## config.mk

```make
export PLATFORM = sky130hd
export DESIGN_NAME = pes_top
export DESIGN_NICKNAME = d
export VERILOG_FILES = /design/src/common/pes_pkg.sv /design/src/common/pes_class_if.sv /design/src/pes_classify.sv /design/src/pes_top.sv
export VERILOG_INCLUDE_DIRS = /design/src /design/src/common
export SDC_FILE = /design/constraint.sdc
export NUM_CORES = 2
export LEC_CHECK = 0
export BUFFER_PORTS_ARGS = -buffer_cell sky130_fd_sc_hd__buf_4
export CAP_MARGIN = 40
export CORE_AREA = 2 2 630 632
export DETAILED_ROUTE_END_ITERATION = 8
export DIE_AREA = 0 0 632 634
export GPL_ROUTABILITY_DRIVEN = 0
export MAX_ROUTING_LAYER = met4
export PLACE_DENSITY = 0.3
export SYNTH_ARGS = -nofsm -noshare
export SYNTH_HDL_FRONTEND = slang
export SYNTH_SLANG_ARGS = --single-unit
```

## constraint.sdc

```tcl
create_clock -name clk_sys_i -period 86.5 [get_ports clk_sys_i]
set_input_delay 4.325 -clock clk_sys_i [delete_from_list [all_inputs] [get_ports clk_sys_i]]
set_output_delay 4.325 -clock clk_sys_i [all_outputs]
set_load 0.02 [all_outputs]
```

## src/common/pes_consts.svh

```systemverilog
// Constants of the precise event sampling unit
`ifndef PES_CONSTS_SVH
`define PES_CONSTS_SVH

`define PES_NUM_CNT       4
`define PES_NUM_GPR       16
`define PES_CNT_W         48
`define PES_DATA_W        64
`define PES_ADDR_W        48
`define PES_SEL_W         8
`define PES_RECCNT_W      16

// Event selection codes
`define PES_CODE_MEM_INST 8'h0B
`define PES_CODE_LD_RET   8'hCB
`define PES_CODE_STORE    8'h0C
`define PES_CODE_UNCORE   8'h0F
`define PES_CODE_ITLB     8'hC8

// Unit-mask bits of the retired load category
`define PES_LD_L1_HIT     8'h01
`define PES_LD_L2_HIT     8'h02
`define PES_LD_L3_NOSNP   8'h04
`define PES_LD_L3_SNP     8'h08
`define PES_LD_L3_MISS    8'h10
`define PES_LD_LFB_HIT    8'h40
`define PES_LD_DTLB_MISS  8'h80

// Unit-mask bits of the uncore category
`define PES_UNC_LOCAL     8'h01
`define PES_UNC_REMOTE    8'h02

// Unit-mask bit for loads of the memory instruction category
`define PES_INST_LOADS    8'h01

// Record layout: status word, next ip, sixteen registers
`define PES_REC_WORDS     18
`define PES_WORD_BYTES    8
`define PES_REC_BYTES     (`PES_REC_WORDS * `PES_WORD_BYTES)
`define PES_WIDX_W        5
`define PES_WIDX_LAST     5'd17

`endif

```

## src/common/pes_pkg.sv

```systemverilog
// Types of the precise event sampling unit
`include "pes_consts.svh"
`default_nettype none
package pes_pkg;
    typedef logic [`PES_CNT_W-1:0]  pes_cnt_t;
    typedef logic [`PES_DATA_W-1:0] pes_word_t;
    typedef logic [`PES_ADDR_W-1:0] pes_addr_t;
    typedef logic [`PES_SEL_W-1:0]  pes_sel_t;

    // Raw facts about one retiring instruction
    typedef struct packed {
        logic       valid;       // An instruction retires this cycle
        logic       is_load;     // It contains a load
        logic       is_store;    // It contains a store
        logic       itlb_miss;   // It missed the instruction TLB
        logic       demand;      // Load is a demand load
        logic       uncore;      // Data came back from the uncore
        logic       l1_hit;
        logic       lfb_hit;
        logic       l2_hit;
        logic       l3_hit;
        logic [3:0] presence;    // Core-presence bits of the L3 line
        logic [3:0] req_core;    // One-hot requesting core
        logic       l3_owned;    // Exclusive or written-back modified in L3
        logic       dram_local;
        logic       dram_remote;
        logic       remote_mod;  // Modified line from another socket
        logic       home_local;  // Home of that line is local
        logic       dtlb_miss;
    } pes_ret_s;

    // Classified event flags of one retiring instruction
    typedef struct packed {
        logic     load;
        logic     store;
        logic     itlb;
        pes_sel_t ld_bits;
        pes_sel_t unc_bits;
    } pes_ev_s;

    typedef enum logic {
        PES_IDLE,
        PES_WRITE
    } pes_state_e;
endpackage
`default_nettype wire

```

## src/common/pes_class_if.sv

```systemverilog
// Link between the sampling core and the event classifier
`default_nettype none
interface pes_class_if;
    pes_pkg::pes_ret_s ret;
    pes_pkg::pes_ev_s  ev;

    modport core (output ret, input ev);
    modport clf  (input ret, output ev);
endinterface
`default_nettype wire

```

## src/pes_classify.sv

```systemverilog
// Classifier of retiring instructions into event flags
`include "pes_consts.svh"
`default_nettype none
module pes_classify (
    pes_class_if.clf cls              // Raw facts in, event flags out
);
    logic nosnoop;
    logic shared;
    logic only_req;
    logic ld_ok;

    always_comb begin
        shared   = (cls.ret.presence & (cls.ret.presence - 4'h1)) != 4'h0;
        only_req = cls.ret.presence == cls.ret.req_core;
        nosnoop  = only_req || shared || cls.ret.l3_owned;
        // Prefetches and ownership reads never reach these flags
        ld_ok    = cls.ret.valid && cls.ret.is_load && cls.ret.demand;
    end

    always_comb begin
        cls.ev          = '0;
        cls.ev.load     = cls.ret.valid && cls.ret.is_load;
        cls.ev.store    = cls.ret.valid && cls.ret.is_store;
        cls.ev.itlb     = cls.ret.valid && cls.ret.itlb_miss;
        // Exactly one source flag per retired demand load, none for other loads
        if (ld_ok) begin
            if (cls.ret.l1_hit) begin
                cls.ev.ld_bits = `PES_LD_L1_HIT;
            end else if (cls.ret.lfb_hit) begin
                cls.ev.ld_bits = `PES_LD_LFB_HIT;
            end else if (cls.ret.l2_hit) begin
                cls.ev.ld_bits = `PES_LD_L2_HIT;
            end else if (cls.ret.l3_hit) begin
                cls.ev.ld_bits = nosnoop ? `PES_LD_L3_NOSNP
                                         : `PES_LD_L3_SNP;
            end else begin
                cls.ev.ld_bits = `PES_LD_L3_MISS;
            end
            // Every missing demand load counts, not only the first to a page
            if (cls.ret.dtlb_miss) begin
                cls.ev.ld_bits = cls.ev.ld_bits | `PES_LD_DTLB_MISS;
            end
        end
        if (cls.ret.valid && cls.ret.uncore) begin
            // Remote modified hits are written back, so count as DRAM
            if (cls.ret.dram_local
                || (cls.ret.remote_mod && cls.ret.home_local)) begin
                cls.ev.unc_bits = `PES_UNC_LOCAL;
            end
            if (cls.ret.dram_remote
                || (cls.ret.remote_mod && !cls.ret.home_local)) begin
                cls.ev.unc_bits = cls.ev.unc_bits | `PES_UNC_REMOTE;
            end
        end
    end
endmodule // pes_classify
`default_nettype wire

```

## src/pes_top.sv

```systemverilog
// Precise event sampling unit: counters, arming, capture, record writer
//
// Behaviour
// Overflow of a precise counter arms it, and the next matching event captures a sample and signals software.
// The sampled instruction pointer is the address of the instruction after the eventing one.
// Each record carries all sixteen general registers as they stand when the eventing instruction completes.
// Events are only recognised at retirement of loads, stores or other instructions.
// Any of the four counters can be set to collect samples.
// Records are stored in memory and the interrupt waits until the record buffer is full.
// Selection codes pick retired loads, loads by condition, stores, uncore-served memory instructions and instruction TLB misses.
// Second-level, third-level and DRAM load events count demand loads only; the uncore local and remote DRAM events here are not gated by demand.
// The per-condition load counts add up exactly to the retired load count. The code counts non-demand loads as retired loads but in no condition count.
// First-level misses split into fill buffer, second-level, third-level no-snoop, third-level snoop and third-level miss.
// A third-level hit is no-snoop when only the requester, several sharers, or an owned L3 copy is present.
// Modified lines from another socket are counted as DRAM-sourced by the local and remote DRAM events.
// The load data TLB miss event counts every missing load, secondary misses included. The code counts missing demand loads only.
// Records go to consecutive buffer slots, the position advancing one record per sample.
`include "pes_consts.svh"
`default_nettype none
module pes_top (
    input  wire logic                       clk_sys_i,      // Core clock
    input  wire logic                       srst_i,         // Sync reset
    input  wire pes_pkg::pes_ret_s          ret_i,          // Retiring instr
    input  wire pes_pkg::pes_addr_t         ret_next_ip_i,  // Next ip
    input  wire pes_pkg::pes_word_t [15:0]  ret_gpr_i,      // Registers
    input  wire logic [3:0]                 cnt_en_i,       // Counter on
    input  wire logic [3:0]                 cnt_precise_i,  // Sampling on
    input  wire pes_pkg::pes_sel_t [3:0]    cnt_code_i,     // Event code
    input  wire pes_pkg::pes_sel_t [3:0]    cnt_umask_i,    // Unit mask
    input  wire logic [3:0]                 cnt_load_i,     // Preset strobe
    input  wire pes_pkg::pes_cnt_t          cnt_load_val_i, // Preset value
    output pes_pkg::pes_cnt_t [3:0]         cnt_o,          // Counts
    output logic [3:0]                      armed_o,        // Armed flags
    input  wire pes_pkg::pes_addr_t         buf_base_i,     // Buffer base
    input  wire logic [`PES_RECCNT_W-1:0]   buf_records_i,  // Slots in buffer
    output logic                            mem_req_o,      // Write request
    output pes_pkg::pes_addr_t              mem_addr_o,     // Write address
    output pes_pkg::pes_word_t              mem_wdata_o,    // Write data
    input  wire logic                       mem_ready_i,    // Write taken
    output logic [`PES_RECCNT_W-1:0]        rec_count_o,    // Records held
    output logic                            monitor_interrupt_o, // Buf full
    input  wire logic                       irq_clr_i       // Drain done
);
    pes_class_if cls ();
    pes_classify u_classify (
        .cls (cls)
    );
    assign cls.ret = ret_i;

    // Match of one counter's selection against the current event flags
    function automatic logic sel_hit(input pes_pkg::pes_sel_t code,
                                     input pes_pkg::pes_sel_t umask,
                                     input pes_pkg::pes_ev_s  ev);
        logic hit;
        hit = 1'b0;
        case (code)
            `PES_CODE_MEM_INST: hit = ev.load
                                      && ((umask & `PES_INST_LOADS) != 8'h00);
            `PES_CODE_LD_RET:   hit = (umask & ev.ld_bits) != 8'h00;
            `PES_CODE_UNCORE:   hit = (umask & ev.unc_bits) != 8'h00;
            `PES_CODE_STORE:    hit = ev.store;
            `PES_CODE_ITLB:     hit = ev.itlb;
            default:            hit = 1'b0;
        endcase
        return hit;
    endfunction

    pes_pkg::pes_state_e               state;
    logic [3:0]                        hit;
    logic [3:0]                        take;
    logic                              full;
    logic                              word_done;
    logic                              rec_done;
    logic [`PES_WIDX_W-1:0]            widx;
    pes_pkg::pes_word_t                rec [`PES_REC_WORDS];
    pes_pkg::pes_addr_t                wr_ptr;
    // Shared decodes of the capture side
    logic                              idle;
    logic                              capture;
    logic                              drain_now;
    logic [3:0]                        ovf;

    // Full stalls capture only; counting goes on so no overflow is lost
    assign full      = rec_count_o >= buf_records_i;
    assign idle      = state == pes_pkg::PES_IDLE;
    assign capture   = idle && (|take);
    // Drains land only between records, so a record is never split
    assign drain_now = irq_clr_i && idle;
    assign word_done = (state == pes_pkg::PES_WRITE) && mem_ready_i;
    assign rec_done  = word_done && (widx == `PES_WIDX_LAST);

    genvar g;
    generate
        for (g = 0; g < `PES_NUM_CNT; g++) begin : g_cnt
            always_comb begin
                hit[g]  = cnt_en_i[g]
                          && sel_hit(cnt_code_i[g], cnt_umask_i[g], cls.ev);
                // Only retired events reach hit, so a sample is precise
                take[g] = armed_o[g] && hit[g]
                          && (state == pes_pkg::PES_IDLE) && !full;
                // Overflow is the hit that wraps an all-ones count
                ovf[g]  = hit[g] && cnt_precise_i[g] && !cnt_load_i[g]
                          && (&cnt_o[g]);
            end

            always_ff @(posedge clk_sys_i) begin
                if (srst_i) begin
                    cnt_o[g] <= '0;
                end else if (cnt_load_i[g]) begin
                    cnt_o[g] <= cnt_load_val_i;
                end else if (hit[g]) begin
                    cnt_o[g] <= cnt_o[g] + `PES_CNT_W'(1);
                end
            end

            // Overflow sets the arm; it wins over a capture clearing it
            always_ff @(posedge clk_sys_i) begin
                if (srst_i) begin
                    armed_o[g] <= 1'b0;
                end else if (ovf[g]) begin
                    armed_o[g] <= 1'b1;
                end else if (take[g] || !cnt_precise_i[g]) begin
                    armed_o[g] <= 1'b0;
                end
            end
        end
    endgenerate

    // Capture: counters that fire together share one record, all marked in its status word
    always_ff @(posedge clk_sys_i) begin
        if (srst_i) begin
            state <= pes_pkg::PES_IDLE;
        end else begin
            case (state)
                pes_pkg::PES_IDLE: begin
                    if (|take) begin
                        state <= pes_pkg::PES_WRITE;
                    end
                end
                pes_pkg::PES_WRITE: begin
                    if (rec_done) begin
                        state <= pes_pkg::PES_IDLE;
                    end
                end
                default: state <= pes_pkg::PES_IDLE;
            endcase
        end
    end

    // Record shifts out word by word, so write data always comes from a flop
    always_ff @(posedge clk_sys_i) begin
        if (srst_i) begin
            for (int i = 0; i < `PES_REC_WORDS; i++) begin
                rec[i] <= '0;
            end
        end else if (capture) begin
            // Status word: mask of the counters that captured
            rec[0] <= {60'h0, take};
            rec[1] <= {{(`PES_DATA_W-`PES_ADDR_W){1'b0}}, ret_next_ip_i};
            for (int i = 0; i < `PES_NUM_GPR; i++) begin
                rec[i+2] <= ret_gpr_i[i];
            end
        end else if (word_done) begin
            for (int i = 0; i < `PES_REC_WORDS - 1; i++) begin
                rec[i] <= rec[i+1];
            end
            rec[`PES_REC_WORDS-1] <= '0;
        end
    end

    // Index of the word being offered within the current record
    always_ff @(posedge clk_sys_i) begin
        if (srst_i) begin
            widx <= '0;
        end else if (rec_done) begin
            widx <= '0;
        end else if (word_done) begin
            widx <= widx + `PES_WIDX_W'(1);
        end
    end

    // Write position walks the buffer; a drain returns it to the base
    // It never wraps: the full check stops it at the buffer end
    always_ff @(posedge clk_sys_i) begin
        if (srst_i) begin
            wr_ptr <= '0;
        end else if (drain_now) begin
            wr_ptr <= buf_base_i;
        end else if (word_done) begin
            wr_ptr <= wr_ptr + `PES_ADDR_W'(`PES_WORD_BYTES);
        end
    end

    // Whole records held; completion and drain never fall in one cycle
    always_ff @(posedge clk_sys_i) begin
        if (srst_i) begin
            rec_count_o <= '0;
        end else if (rec_done) begin
            rec_count_o <= rec_count_o + `PES_RECCNT_W'(1);
        end else if (drain_now) begin
            rec_count_o <= '0;
        end
    end

    // Interrupt held back until the last slot is written; set beats clear
    always_ff @(posedge clk_sys_i) begin
        if (srst_i) begin
            monitor_interrupt_o <= 1'b0;
        end else if (rec_done
                     && (rec_count_o + `PES_RECCNT_W'(1) >= buf_records_i)) begin
            monitor_interrupt_o <= 1'b1;
        end else if (irq_clr_i) begin
            monitor_interrupt_o <= 1'b0;
        end
    end

    // Request comes straight from the state flop, so it never glitches
    assign mem_req_o   = state == pes_pkg::PES_WRITE;
    assign mem_addr_o  = wr_ptr;
    assign mem_wdata_o = rec[0];
endmodule // pes_top
`default_nettype wire

```

* Word-level counts from Yosys, hierarchy flattened *
Memories as Yosys holds them, arrays and structs flattened.
Cells that the tools add are included.

storage, ports and cells
  logic and storage cells = 264
  RAM bits = 1152
  input port bits = 1288
  flip-flop bits (word level) = 267
  output and inout port bits = 326
  memories = 1

cells by class
  mux-type cells = 84
  bitwise logic cells = 46
  $add $sub $neg = 8
  reduce and logical (&&, ||, !) cells = 88
  $lt $le $gt $ge = 2
  eq/ne operators = 22

memories
  memory  depth  bits a word  rd ports  clocked after Yosys merged registers in  write ports  RTL line       RTL
  rec     18     64           18        0                                        18           pes_top.sv:75  pes_pkg::pes_word_t rec [`PES_REC_WORDS];

operator list
  cell                                                              number
  64-bit two-way mux                                                36
  48-bit two-way mux                                                10
  48-bit by 1-bit adder with 48-bit output (second input constant)  4
  48-bit AND reduction                                              4
  8-bit by 4-bit == test with 1-bit output (second input constant)  12
  8-bit bitwise AND                                                 8
  8-bit == test (second input constant)                             8
  8-bit nonzero test                                                8
  8-bit two-way mux                                                 7
  48-bit by 4-bit adder with 48-bit output (second input constant)  1
  1-bit logical AND                                                 44
  1-bit OR                                                          36
  16-bit >= comparator                                              2
  16-bit two-way mux                                                2
  1-bit two-way mux                                                 22
  2-bit nonzero test                                                11
  1-bit one-hot mux with 5 select lines                             4
  16-bit by 1-bit adder with 16-bit output (second input constant)  1
  1-bit logical NOT                                                 10
  1-bit logical OR                                                  8
  5-bit by 1-bit adder with 5-bit output (second input constant)    1
  5-bit == test (second input constant)                             1
  4-bit bitwise AND                                                 1
  4-bit == test                                                     1
  8 further kinds                                                   8

* Longest topological paths before layout *
  word-level depth = 26
  gate-level depth with buffers = 14
  mapped depth without buffers = 13

* Hierarchy *
From an unflattened synthesis, not the netlist that was laid out.

unflattened totals
  cells, all modules = 7139
  area, all modules = 71242.1 µm²

by module, submodules not included
  module        area an instance (µm²)  sequential area each (µm²)  times used  cells an instance
  pes_top       70980.6                 39938.3                     1           7102
  pes_classify  261.5                   0.0                         1           37

* Worst setup path before layout *
Ideal clock, no wire load.

  kind = input -> register
  start = input ret_i[23] in the netlist's numbering
  end = memory rec[0][0] in the netlist's numbering (enable)
  setup slack = 27.465 ns
  stages on the path = 8
  required time = 83.676 ns
  buffers on the path = 1
  library setup time = 2.824 ns
  data arrival time = 56.212 ns
  cell sequence = buf_2 nand4b_1 nor4_1 nand3_1 o2111ai_2 nand2_1 o211a_1 o211ai_1

RTL lines
  element          RTL line       RTL
  start, declared  pes_top.sv:23  input wire pes_pkg::pes_ret_s ret_i,
  end, declared    pes_top.sv:75

==> impl_metrics.env <==
export IMPL_fin_worst_skew_ns=0.0555
export IMPL_drive_above_1_share_pct=31.6
export IMPL_routed_wl_um=336000
export IMPL_ctsHoldBuffers=0
export IMPL_relSlewSlack_pct=27.9
export IMPL_required_ns=87.20
export IMPL_htree_levels=4
export IMPL_pwr_share_comb_pct=7.6
export IMPL_avgViaCountPerCell=4.04
export IMPL_yosys_top_cells_count="1,152 x edfxtp_1, 1,008 x a22o_1, 267 x dfxtp_1, 233 x clkbuf_1, 180 x a21oi_1"
export IMPL_rsz0062_at_grt="false"
export IMPL_power_frac_seq_pct=45.8
export IMPL_cts_made_buffers=197
export IMPL_cts_resized=0
export IMPL_io_buffers=1609
export IMPL_fin_cells=11690
export IMPL_synth_top_cell_by_area="edfxtp_1"
export IMPL_finalHoldViolCount=0
export IMPL_peakVddDrop_v=0.0000137
export IMPL_postRouteAntennaNets=0
export IMPL_rows=231
export IMPL_synth_most_common_cell="edfxtp_1"
export IMPL_fin_tns_setup_ns=0
export IMPL_grt_pass1_wl_um=437000
export IMPL_critPathMaxFanout=60
export IMPL_place_inst=11223
export IMPL_pwr_share_clk_pct=46.7
export IMPL_synthToLayoutAreaGrowth_pct=39.1
export IMPL_drt_first_pass_iters=5
export IMPL_tightestPinTransition_ns=1.08
export IMPL_startpoint_type="primary input"
export IMPL_post_drt_wl_per_cell_um=28.7
export IMPL_synth_cell_type_count=78
export IMPL_core_sq_um=394000
export IMPL_cts_root_buf="clkbuf_16"
export IMPL_power_total_uw=1740
export IMPL_hpwl_um=263000
export IMPL_max_freq_mhz=97.4
export IMPL_holdWs_ns=0.462
export IMPL_p_leak_uw=0.0321
export IMPL_synth_edf_count=1152
export IMPL_ys_seq_area_share_pct=64.2
export IMPL_p_sw_uw=432
export IMPL_grt_max_degree=191
export IMPL_syn_inst=4698
export IMPL_p_int_uw=1300
export IMPL_clk_pin_slew_ns=0.06
export IMPL_ios=1614
export IMPL_synth_seq_cells=1419
export IMPL_grt_pass1_vias=46886
export IMPL_antenna_found_initial=272
export IMPL_synthFlopType="edfxtp_1"
export IMPL_remaining_drc_errors=0
export IMPL_die_y_um=634
export IMPL_avgSynthCellArea_sq_um=13.2
export IMPL_period_share_pct=11.9
export IMPL_fp_dieArea_sq_um=401000
export IMPL_period_needed_ns=10.26
export IMPL_worstSetupPathType="primary input to flop"
export IMPL_cts_setup_buffers=0
export IMPL_num_vias=47173
export IMPL_start_util_pct=15.8
export IMPL_grt_total_usage_pct=16.4
export IMPL_fin_nets=7508
export IMPL_grt_overflow=0
export IMPL_post_synth_top_area_fraction_pct=55.6
export IMPL_drv_cap=0
export IMPL_drt_iter0_drc=2947
export IMPL_clkLatencyLatePin_ns=0.91
export IMPL_p_sw_share_pct=24.9
export IMPL_critPathArrivalTime_ns=10.96
export IMPL_timing_max_transition_violations_final=0
export IMPL_clock_path_buffers=4
export IMPL_clock_sinks=1419
export IMPL_syn_nets=6026
export IMPL_status="complete, no violations"
export IMPL_cts_tree="yes"
export IMPL_hold_path_class="flop to flop"
export IMPL_setup_viol=0
export IMPL_power_density_nw_per_um2=20.0
export IMPL_async_reset_ff_share_pct=0
export IMPL_yosysWarnings=0
export IMPL_netlist_top_cells_area="edfxtp_1 56%, a22o_1 14%, dfxtp_1 8.6%"
export IMPL_synth_area_sq_um=62200
export IMPL_die_w_um=632
export IMPL_cp_end_kind="flop"
## area by class of cell
class	count	area, sq um
antenna	114	285
multi-input combinational	2746	19900
clock inverter	101	918
tap	5242	6560
timing repair buffer	1703	13300
clock buffer	252	5290
fill	42484	308000
sequential	1419	39900
inverter	113	424
## final timing paths
kind,start,end,slack [ns],depth (start not counted)
hold / removal,mem_addr_o[0],mem_addr_o[0],0.46,2
hold reg to reg,mem_addr_o[0],mem_addr_o[0],0.46,2
setup reg to reg,rec_count_o[0],rec[0][607],79.72,19
setup / recovery,ret_i[17],rec[0][607],76.24,17
## layout by cell type (no fill, tap or decap), types with 14 or more instances in the layout
cell / count
dfxtp_1: 267
and4_1: 17
nor2_1: 175
ha_1: 40
nand4_1: 44
o21a_1: 66
nor2b_1: 73
and2_1: 93
o21ai_0: 32
xnor2_1: 117
xor2_1: 96
edfxtp_1: 1152
diode_2: 114
or3_1: 21
and3_1: 48
a21oi_1: 180
buf_12: 14
inv_1: 110
a22o_1: 1008
buf_16: 15
a211oi_1: 81
clkinv_2: 30
clkinv_1: 44
clkbuf_1: 43
nand3_1: 98
a21o_1: 102
buf_4: 1667
nor3_1: 107
nor4_1: 37
nand2_1: 148
clkbuf_16: 200
## critical path: stages
cell      delay, ns
buf_4          0.15
nand4b_1       0.40
nor2_1         0.49
nand2_1        0.17
a21oi_1        0.67
a211oi_1       0.22
o211a_1        0.27
o31ai_4        0.21
buf_4          0.45
buf_4          0.68
buf_4          0.49
buf_16         0.29
buf_4          0.28
buf_4          0.47
buf_4          0.51
buf_12         0.29
a22o_1         0.35
## registers in the layout, indices dropped and copies added (netlist names)
signal / count
cnt_o: 192
mem_req_o: 1
monitor_interrupt_o: 1
rec_count_o: 16
armed_o: 4
rec: 1152
mem_addr_o: 48
widx: 5
## metrics by stage
| stage | cell area (sq um) | setup slack [ns] | utilization (%) |
|---|---|---|---|
| 6_report | 86600 | 76.24 | 22.0 |
| 3_5_place_dp | 80100 | 75.29 | 20.3 |
| 3_3_place_gp | 79500 | 74.36 | 20.2 |
| 2_1_floorplan | 62200 | 27.46 | - |
| 4_1_cts | 86300 | 76.30 | 21.9 |
| 5_1_grt | 86600 | 75.84 | 22.0 |
## logic make-up (layout without fill, tap and decap cells)
group                      Yosys count  count (layout)  synth area share [%]
adders and majority gates           41              41                 0.822
AOI/OAI and AO/OA                 1572            1572                  20.3
DFF                               1419            1419                  64.2
other                                0             114                     0
muxes                                6               6                0.0965
buffers and inverters              533            2169                  3.94
xor gates and xnor gates           213             213                  3.00
and+or+nand+nor                    914             914                  7.71
## power by group through the flow
stage / Sequential, uW / Clock, uW / Combinational, uW
floorplan: 860 / 0 / 36.2
global placement: 808 / 0 / 131
detailed placement: 809 / 0 / 133
CTS: 794 / 846 / 133
global route: 798 / 864 / 140
finish: 794 / 810 / 131
## layer usage
| metal | up-vias | GRT usage, % | part of all wire, % |
|---|---|---|---|
| li1 | 21525 | - | - |
| met1 | 23413 | 19.5 | 41 |
| met2 | 1682 | 26.3 | 47 |
| met3 | 553 | 5.74 | 8.4 |
| met4 | 0 | 4.33 | 2.8 |
| met5 | - | - | 0 |
Power figures use the tool's default switching activity.
